<file path="config.mk">
export PLATFORM = sky130hd
export DESIGN_NAME = pas_sequencer
export DESIGN_NICKNAME = d
export VERILOG_FILES = /design/src/pas_pkg.sv /design/src/pas_sequencer.sv
export SDC_FILE = /design/constraint.sdc
export NUM_CORES = 1
export LEC_CHECK = 0
export BUFFER_PORTS_ARGS = -buffer_cell sky130_fd_sc_hd__buf_4
export CAP_MARGIN = 20
export CORE_ASPECT_RATIO = 1.1
export CORE_MARGIN = 5
export CORE_UTILIZATION = 48
export DETAILED_ROUTE_END_ITERATION = 12
export PLACE_DENSITY = 0.71
export SLEW_MARGIN = 20
export SYNTH_ARGS = -nofsm -noshare
export SYNTH_HDL_FRONTEND = slang
export SYNTH_SLANG_ARGS = --single-unit
</file>
<file path="constraint.sdc">
create_clock -name clock -period 3.1 [get_ports clock]
set_clock_uncertainty 0.05 [all_clocks]
set_input_delay 0.31 -clock clock [delete_from_list [all_inputs] [get_ports clock]]
set_output_delay 0.31 -clock clock [all_outputs]
set_load 0.03 [all_outputs]
</file>
<file path="src/pas_pkg.sv">
// pas_pkg: constants and types for the presignal alarm sequencer.
// assumes a 40 MHz system clock and one-second based timing.
`default_nettype none
package pas_pkg;

	// ****************************************************************
	// timing
	// ****************************************************************
	localparam int unsigned CLK_HZ            = 40000000;
	localparam int unsigned TICK_CYCLES       = CLK_HZ;
	localparam logic [25:0] TICK_LAST         = 26'(TICK_CYCLES - 1);
	localparam logic [7:0]  DELAY_MIN_S       = 8'h3c;
	localparam logic [7:0]  DELAY_MAX_S       = 8'hb4;
	localparam logic [7:0]  ACK_WINDOW_S      = 8'h0f;
	localparam logic [1:0]  ALT_PERIOD_S      = 2'h3;

	// ****************************************************************
	// display fields
	// ****************************************************************
	localparam int unsigned TYPE_W            = 8;
	localparam int unsigned ADDR_W            = 10;

	// ****************************************************************
	// sequencer states
	// ****************************************************************
	typedef enum logic [2:0] {
		PAS_IDLE,
		PAS_ACK_WAIT,
		PAS_DELAY,
		PAS_ACTIVE,
		PAS_INHIBITED
	} pas_state_t;

endpackage : pas_pkg
`default_nettype wire

</file>
<file path="src/pas_sequencer.sv">
// pas_sequencer: presignal delay and positive alarm sequence controller.
// assumes key and alarm inputs are clean one-cycle pulses synchronous to clock.
//
// What this block does
// - first delayed-zone alarm holds delayed outputs off for 60..180 s.
// - with sequence option, no acknowledge in 15 s activates every output.
// - acknowledge inside 15 s window restarts the full programmed delay.
// - second alarm during delay cancels it and activates every output.
// - sequence-inhibit monitor on alarm forces delayed zone off, aborts delay.
// - alarm flashes fire led, pulses sounder, latches until clear and reset.
// - acknowledge silences sounder outside drill and makes fire led steady.
// - system reset key during delay aborts the delay.
// - drill activates delayed outputs, pulses sounder, steady led, 3 s alternation.
// - delay expiring without operator action activates delayed-zone outputs.
// - alarm relay, reversal and box outputs delayed only with sequence option.
// - each alarm reports device type and loop address for display.
`timescale 1ns/1ps
`default_nettype none
module pas_sequencer (
	input  wire logic                       clock,
	input  wire logic                       rst,
	input  wire logic                       alarm_pulse,
	input  wire logic                       alarm_in_delayed_zone,
	input  wire logic [pas_pkg::TYPE_W-1:0] alarm_type,
	input  wire logic [pas_pkg::ADDR_W-1:0] alarm_address,
	input  wire logic                       alarm_present,
	input  wire logic                       inhibit_present,
	input  wire logic                       positive_alarm_sequence,
	input  wire logic [7:0]                 presignal_delay_s,
	input  wire logic                       ack_key,
	input  wire logic                       reset_key,
	input  wire logic                       drill_key,
	output logic                            delayed_zone_active,
	output logic                            general_outputs_active,
	output logic                            system_alarm_relay,
	output logic                            reversal_output,
	output logic                            box_output,
	output logic                            fire_led,
	output logic                            sounder,
	output logic                            show_evacuate,
	output logic [pas_pkg::TYPE_W-1:0]      disp_type,
	output logic [pas_pkg::ADDR_W-1:0]      disp_address,
	output logic                            disp_valid
);

	// ****************************************************************
	// one-second tick
	// ****************************************************************
	logic [25:0] tick_cnt_ff;
	logic        tick;
	assign tick = (tick_cnt_ff == pas_pkg::TICK_LAST);

	always_ff @(posedge clock) begin
		if (rst || tick)
			tick_cnt_ff <= '0;
		else
			tick_cnt_ff <= tick_cnt_ff + 26'h1;
	end

	// half-second phase drives the flash and pulse cadence
	logic half_phase;
	assign half_phase = (tick_cnt_ff >= 26'(pas_pkg::TICK_CYCLES / 2));

	// ****************************************************************
	// programmed delay, clamped to the legal range
	// ****************************************************************
	logic [7:0] delay_s;
	always_comb begin
		if (presignal_delay_s < pas_pkg::DELAY_MIN_S)
			delay_s = pas_pkg::DELAY_MIN_S;
		else if (presignal_delay_s > pas_pkg::DELAY_MAX_S)
			delay_s = pas_pkg::DELAY_MAX_S;
		else
			delay_s = presignal_delay_s;
	end

	// ****************************************************************
	// sequencer
	// ****************************************************************
	pas_pkg::pas_state_t state_ff;
	pas_pkg::pas_state_t nxt_state;
	logic [7:0]          secs_ff;
	logic [7:0]          nxt_secs;
	logic                latched_ff;
	logic                acked_ff;
	logic                drill_ff;
	logic                pas_run_ff;
	logic                release_ok;

	// the latch only drops once the alarm is cleared and reset is pressed
	assign release_ok = reset_key && !alarm_present;

	always_comb begin
		nxt_state = state_ff;
		nxt_secs  = secs_ff;
		case (state_ff)
			pas_pkg::PAS_IDLE: begin
				if (alarm_pulse && inhibit_present) begin
					nxt_state = pas_pkg::PAS_INHIBITED;
				end else if (alarm_pulse && alarm_in_delayed_zone) begin
					nxt_secs  = '0;
					nxt_state = positive_alarm_sequence ? pas_pkg::PAS_ACK_WAIT
					                                    : pas_pkg::PAS_DELAY;
				end else if (alarm_pulse || drill_key) begin
					nxt_state = pas_pkg::PAS_ACTIVE;
				end
			end
			pas_pkg::PAS_ACK_WAIT: begin
				if (alarm_pulse && inhibit_present) begin
					nxt_state = pas_pkg::PAS_INHIBITED;
				end else if (alarm_pulse || drill_key) begin
					nxt_state = pas_pkg::PAS_ACTIVE;
				end else if (reset_key) begin
					nxt_state = pas_pkg::PAS_INHIBITED;
				end else if (ack_key) begin
					nxt_secs  = '0;
					nxt_state = pas_pkg::PAS_DELAY;
				end else if (tick) begin
					nxt_secs = secs_ff + 8'h1;
					if (nxt_secs >= pas_pkg::ACK_WINDOW_S)
						nxt_state = pas_pkg::PAS_ACTIVE;
				end
			end
			pas_pkg::PAS_DELAY: begin
				if (alarm_pulse && inhibit_present) begin
					nxt_state = pas_pkg::PAS_INHIBITED;
				end else if (alarm_pulse || drill_key) begin
					nxt_state = pas_pkg::PAS_ACTIVE;
				end else if (reset_key) begin
					nxt_state = pas_pkg::PAS_INHIBITED;
				end else if (tick) begin
					nxt_secs = secs_ff + 8'h1;
					if (nxt_secs >= delay_s)
						nxt_state = pas_pkg::PAS_ACTIVE;
				end
			end
			pas_pkg::PAS_ACTIVE, pas_pkg::PAS_INHIBITED: begin
				// an inhibited alarm forces the zone off even once outputs run
				if (alarm_pulse && inhibit_present)
					nxt_state = pas_pkg::PAS_INHIBITED;
				else if (drill_key)
					nxt_state = pas_pkg::PAS_ACTIVE;
			end
			default: nxt_state = pas_pkg::PAS_IDLE;
		endcase
		if (latched_ff && release_ok)
			nxt_state = pas_pkg::PAS_IDLE;
	end

	always_ff @(posedge clock) begin
		if (rst) begin
			state_ff <= pas_pkg::PAS_IDLE;
			secs_ff  <= '0;
		end else begin
			state_ff <= nxt_state;
			secs_ff  <= (nxt_state == pas_pkg::PAS_IDLE) ? 8'h0 : nxt_secs;
		end
	end

	// remembers whether the running sequence uses the option, for the general outputs and the three outputs
	always_ff @(posedge clock) begin
		if (rst)
			pas_run_ff <= 1'b0;
		else if (state_ff == pas_pkg::PAS_IDLE && alarm_pulse)
			pas_run_ff <= positive_alarm_sequence && alarm_in_delayed_zone;
	end

	// ****************************************************************
	// alarm latch, acknowledge and drill
	// ****************************************************************
	always_ff @(posedge clock) begin
		if (rst) begin
			latched_ff <= 1'b0;
		end else if (alarm_pulse || drill_key) begin
			latched_ff <= 1'b1;
		end else if (release_ok) begin
			latched_ff <= 1'b0;
		end
	end

	always_ff @(posedge clock) begin
		if (rst) begin
			acked_ff <= 1'b0;
		end else if (ack_key && latched_ff) begin
			acked_ff <= 1'b1;
		end else if (alarm_pulse) begin
			acked_ff <= 1'b0;
		end else if (latched_ff && release_ok) begin
			acked_ff <= 1'b0;
		end
	end

	always_ff @(posedge clock) begin
		if (rst)
			drill_ff <= 1'b0;
		else if (drill_key)
			drill_ff <= 1'b1;
		else if (latched_ff && release_ok)
			drill_ff <= 1'b0;
	end

	// ****************************************************************
	// screen alternation
	// ****************************************************************
	logic [1:0] alt_cnt_ff;
	logic       evac_ff;
	always_ff @(posedge clock) begin
		if (rst || !drill_ff) begin
			alt_cnt_ff <= '0;
			evac_ff    <= 1'b0;
		end else if (tick) begin
			if (alt_cnt_ff == pas_pkg::ALT_PERIOD_S - 2'h1) begin
				alt_cnt_ff <= '0;
				evac_ff    <= !evac_ff;
			end else begin
				alt_cnt_ff <= alt_cnt_ff + 2'h1;
			end
		end
	end

	// ****************************************************************
	// outputs
	// ****************************************************************
	logic delayed_on;
	logic general_on;
	logic three_on;
	logic pending;
	assign pending    = (state_ff == pas_pkg::PAS_ACK_WAIT) || (state_ff == pas_pkg::PAS_DELAY);
	assign delayed_on = (state_ff == pas_pkg::PAS_ACTIVE);
	assign general_on = latched_ff && (state_ff != pas_pkg::PAS_ACK_WAIT || !positive_alarm_sequence);
	assign three_on   = latched_ff && !(pending && pas_run_ff);

	always_ff @(posedge clock) begin
		if (rst) begin
			delayed_zone_active    <= 1'b0;
			general_outputs_active <= 1'b0;
			system_alarm_relay     <= 1'b0;
			reversal_output        <= 1'b0;
			box_output             <= 1'b0;
			fire_led               <= 1'b0;
			sounder                <= 1'b0;
			show_evacuate          <= 1'b0;
		end else begin
			delayed_zone_active    <= delayed_on;
			general_outputs_active <= general_on && !(pending && pas_run_ff);
			system_alarm_relay     <= three_on;
			reversal_output        <= three_on;
			box_output             <= three_on;
			fire_led               <= latched_ff && (acked_ff || drill_ff || !half_phase);
			sounder                <= latched_ff && (drill_ff || !acked_ff) && !half_phase;
			show_evacuate          <= evac_ff;
		end
	end

	// display capture on every alarm
	always_ff @(posedge clock) begin
		if (rst) begin
			disp_type    <= '0;
			disp_address <= '0;
			disp_valid   <= 1'b0;
		end else if (alarm_pulse) begin
			disp_type    <= alarm_type;
			disp_address <= alarm_address;
			disp_valid   <= 1'b1;
		end else if (latched_ff && release_ok) begin
			disp_valid   <= 1'b0;
		end
	end
endmodule : pas_sequencer
`default_nettype wire

</file>
* Word-level counts from Yosys, hierarchy flattened
Cells that the tools add are included.
** Storage, ports and cells
- Register bits :: 69
- Logic and storage cells :: 121
- Bits of input ports :: 36
- Output and inout port bits :: 27
** Operators by class
- $lt $le $gt $ge :: 5
- Add/sub/neg operators :: 3
- Equality and inequality tests :: 15
- Reduce and logical (&&, ||, !) cells :: 40
- Muxes and demuxes :: 40
** Operator list (number)
- $mux 8 :: 12
- $mux 3 :: 17
- $add 26x1->26 const B :: 1
- $eq 26x26->1 const B :: 1
- $ge 26x25->1 const B :: 1
- $pmux 8 s3 :: 1
- $ne 2x2->1 const B :: 8
- $logic_and 1x1->1 :: 14
- $pmux 3 s4 :: 1
- $reduce_and 9->1 :: 1
- $add 8x1->8 const B :: 1
- $ge 8x4->1 const B :: 1
- $ge 8x8->1 :: 1
- $gt 8x8->1 const B :: 1
- $logic_or 1x1->1 :: 8
- $lt 8x6->1 const B :: 1
- $logic_not 1->1 :: 7
- $mux 1 :: 7
- $eq 3x2->1 const B :: 2
- $logic_not 3->1 :: 2
- $reduce_bool 2->1 :: 3
- $reduce_bool 3->1 :: 2
- $mux 2 :: 2
- $reduce_or 2->1 :: 2
- 6 further kinds :: 6

* Depth between registers and ports, before layout
- Word-level depth :: 13
- Mapped depth :: 10
- Gate-level depth less buffers :: 10

* Least setup slack after synthesis
OpenSTA, ideal clock, no wires.
- Kind :: flip-flop to flip-flop
- From :: reg secs_ff[0]
- To :: reg secs_ff[1]
- Cell stages (with the launch flop) :: 8
- Setup time :: 143 ps
- Arrival time :: 2125 ps
- Path buffers :: 0
- Clock period less this slack :: 2318 ps
- Slack :: 782 ps
- Data required time :: 2907 ps
- Path through :: dfxtp_1 ha_1 and3_1 a31oi_1 or4_1 o221a_1 o31ai_4 a211oi_1
** Between the ends
- Longest elaborated chain between the ends :: 12
- Elaborated cells on any way between the ends :: 27
- Classes of those cells :: 1 x add/sub; 2 x order compare; 22 x mux; 2 x reduce/logical
** Ends and longest elaborated chain
- start: declaration :: line pas_sequencer.sv:82 : logic [7:0] secs_ff;
- start signal: assignment :: line pas_sequencer.sv:156 : secs_ff <= (nxt_state == pas_pkg::PAS_IDLE) ? 8'h0 : nxt_secs;
- $add 8x1->8 * :: line pas_sequencer.sv:119, pas_sequencer.sv:132
- $ge 8x4->1 :: line pas_sequencer.sv:120 : if (nxt_secs >= pas_pkg::ACK_WINDOW_S)
- $mux 3 :: line pas_sequencer.sv:120
- $mux 3 :: line pas_sequencer.sv:118 : end else if (tick) begin
- $mux 3 :: line pas_sequencer.sv:115 : end else if (ack_key) begin
- $mux 3 :: line pas_sequencer.sv:113 : end else if (reset_key) begin
- $mux 3 :: line pas_sequencer.sv:111 : end else if (alarm_pulse || drill_key) begin
- $mux 3 :: line pas_sequencer.sv:109 : if (alarm_pulse && inhibit_present) begin
- $pmux 3 s4 :: line pas_sequencer.sv:96 : case (state_ff)
- $mux 3 :: line pas_sequencer.sv:146 : if (latched_ff && release_ok)
- $logic_not 3->1 :: line pas_sequencer.sv:156
- $reduce_or 2->1 (no line)
Mark *: on every way between the ends. The rest lies on a longest branch, timed or not. The select of a mux whose other input is x is not followed.
A chain may end at the register's enable or synchronous reset.

* Worst setup path after layout
Same ends and word-level chain as after synthesis.

==> results.sh <==
export IMPL_final_cell_area_sq_um=4270
export IMPL_synth_top_family_by_area="simple AND/OR/NAND/NOR gates"
export IMPL_die_y_um=100
export IMPL_required_ns=3.25
export IMPL_initialDrtViolationCount=108
export IMPL_instances_no_fill=556
export IMPL_setup_viol=0
export IMPL_outcome="finished clean"
export IMPL_grt_start_max_net_pins=33
export IMPL_synth_compound_area_share_pct=12.2
export IMPL_min_period_ns=2.64
export IMPL_max_cap_viol_count=0
export IMPL_cts_root_buf="clkbuf_8"
export IMPL_yosys_cell_types_count=64
export IMPL_drv_slew=0
export IMPL_die_area_sq_um=9260
export IMPL_tritoncts="built"
export IMPL_fp_dieW_um=92.2
export IMPL_synth_seq_cells=69
export IMPL_relSlewSlack_pct=61.0
export IMPL_wl_mm=7.64
export IMPL_startpoint_type="register"
export IMPL_syn_area_sq_um=3570
export IMPL_htree_levels=3
export IMPL_yosys_warnings=0
export IMPL_core_area_sq_um=7350
export IMPL_route_detailed_drc=0
export IMPL_final_cell_mix="nor2_1 (79), dfxtp_1 (69), buf_4 (62)"
export IMPL_fin_nets=512
export IMPL_post_dp_cell_area_sq_um=4030
export IMPL_grt_pass1_vias=2909
export IMPL_num_vias=2985
export IMPL_power_density_nw_per_um2=503
export IMPL_track_usage_pct=17.4
export IMPL_grt_pass1_wl_mm=13.0
export IMPL_syn_avg_cell_area_sq_um=8.62
export IMPL_clock_latency_ns=0.34
export IMPL_cp_arrival_ns=2.79
export IMPL_synth_xor_area_share_pct=9.81
export IMPL_synthAdderAreaFrac_pct=4.21
export IMPL_first_pass_iters=4
export IMPL_finalPower_w=0.00215
export IMPL_ios=63
export IMPL_multiInputGateArea_sq_um=2020
export IMPL_hold_viol=0
export IMPL_r2r_slack_ns=0.46
export IMPL_clk_pin_slew_ns=0.08
export IMPL_cts_resized=0
export IMPL_rr_worst_depth=7
export IMPL_clock_path_buffers=2
export IMPL_dp_hpwl_mm=5.64
export IMPL_crit_type="reg2reg"
export IMPL_critPathCaptureType="register"
export IMPL_seqCellArea_sq_um=1380
export IMPL_initial_core_util_pct=48.6
export IMPL_hold_ws_ns=0.145
export IMPL_worst_path_max_fanout=8
export IMPL_hold_class="in2reg"
export IMPL_num_antenna_cells=0
export IMPL_synth_ff_type="dfxtp_1"
export IMPL_synth_area_mux_share_pct=5.05
export IMPL_layout_commonest_cell="nor2_1"
export IMPL_area_delta_synth_final_pct=19.7
export IMPL_viasPerCell=5.37
export IMPL_synth_cells=414
export IMPL_num_rows=33
export IMPL_place_congestion=0.859
export IMPL_cts_sinks=69
export IMPL_numCtsBuffers=9
export IMPL_rsz0062_at_grt="false"
export IMPL_postRouteAntennaNets=0
export IMPL_wl_per_cell_um=13.7
export IMPL_post_place_cells=540
export IMPL_final_layout_size_suffix_gt1_share_pct=18.6
export IMPL_leakage_nw=1.84
export IMPL_fin_crit_sh_pct=85.1
export IMPL_ys_seq_area_share_pct=38.7
export IMPL_worst_pin_slew_ns=0.585
export IMPL_port_buffers=62
export IMPL_finalSetupTns_ns=0
export IMPL_min_path_cells=3
export IMPL_synthSimpleGateAreaFrac_pct=25.4
export IMPL_async_flop_share_pct=0
export IMPL_grt_antenna_before_repair=0
export IMPL_gr_total_overflow=0
export IMPL_syn_nets=462
export IMPL_cts_setup_buffers=0
export IMPL_irDropWorstVdd_v=0.000282
export IMPL_hold_buffers=0
export IMPL_synth_edf_count=0
export IMPL_num_fill_cells=649
export IMPL_fmax_mhz=379
## metal layers
layer,routed length [um],track usage [%],vias up,part of all wire (%)
met1,3350,20.2,1396,44
met2,3850,30.4,45,50
met5,0,0,-,0
met3,323,4.87,10,4.2
li1,-,-,1534,-
met4,112,6.29,0,1.5
## worst max-delay path, stage by stage, from the launching register on
cell and delay (ns):
dfxtp_1 0.47, ha_1 0.32, and3_1 0.27, a31oi_1 0.09, or4_1 0.41, o221a_1 0.32
o31ai_4 0.46, a211oi_1 0.10
## cells by family (layout without fill, tap and decap cells)
| group | count (synthesis) | after routing |
|---|---|---|
| flip-flops | 69 | 69 |
| AND/OR/NAND/NOR | 183 | 183 |
| multiplexers | 18 | 18 |
| XOR/XNOR | 40 | 40 |
| AO/OA/AOI/OAI | 56 | 56 |
| adder cells (fa/ha/maj) | 12 | 12 |
| buffers and inverters | 36 | 91 |
## state kept, by name, indices dropped and copies added (netlist names)
register,flops
tick_cnt_ff,26
disp_address,10
disp_type,8
secs_ff,8
state_ff,3
alt_cnt_ff,2
acked_ff,1
box_output,1
delayed_zone_active,1
disp_valid,1
drill_ff,1
evac_ff,1
fire_led,1
general_outputs_active,1
latched_ff,1
pas_run_ff,1
show_evacuate,1
sounder,1
## where the power goes
| group | switching (W) | internal, W |
|---|---|---|
| clock | 0.000346 | 0.000560 |
| combinational | 0.000163 | 0.000133 |
| sequential | 0.0000293 | 0.000917 |
| total | 0.000539 | 0.00161 |
## stage by stage
stage | worst slack (ns) | util (%)
floorplan | 0.782 | -
global placement | 0.598 | 54.8
detailed placement | 0.493 | 54.8
CTS | 0.463 | 58.2
global route | 0.310 | 58.2
finish | 0.461 | 58.2
## Yosys cell counts, types with 10 or more instances
cell | count | share of area [%]
nand3_1 | 10 | 1.4
nand4_1 | 10 | 1.8
ha_1 | 12 | 4.2
nor2_1 | 79 | 8.3
mux2i_1 | 18 | 5.0
a21oi_1 | 13 | 1.8
xor2_1 | 23 | 5.6
xnor2_1 | 17 | 4.2
inv_1 | 13 | 1.4
nand2_1 | 30 | 3.2
dfxtp_1 | 69 | 39
clkbuf_1 | 10 | 1.1
## final timing paths
check	from	to
worst min-delay path	alarm_type[1]	disp_type[1]
worst min register to register	pas_run_ff	pas_run_ff
worst max-delay path	secs_ff[0]	secs_ff[1]
worst max register to register	secs_ff[0]	secs_ff[1]
## layout make-up
class                      instances  area share (%)
multi-input combinational        309            47.3
clock buffer                      11            3.31
sequential                        69            32.3
tap                               87            2.55
inverter                          13            1.14
timing repair buffer              62            10.9
clock inverter                     5            2.49
No activity file was read; power rests on OpenSTA's default activity.
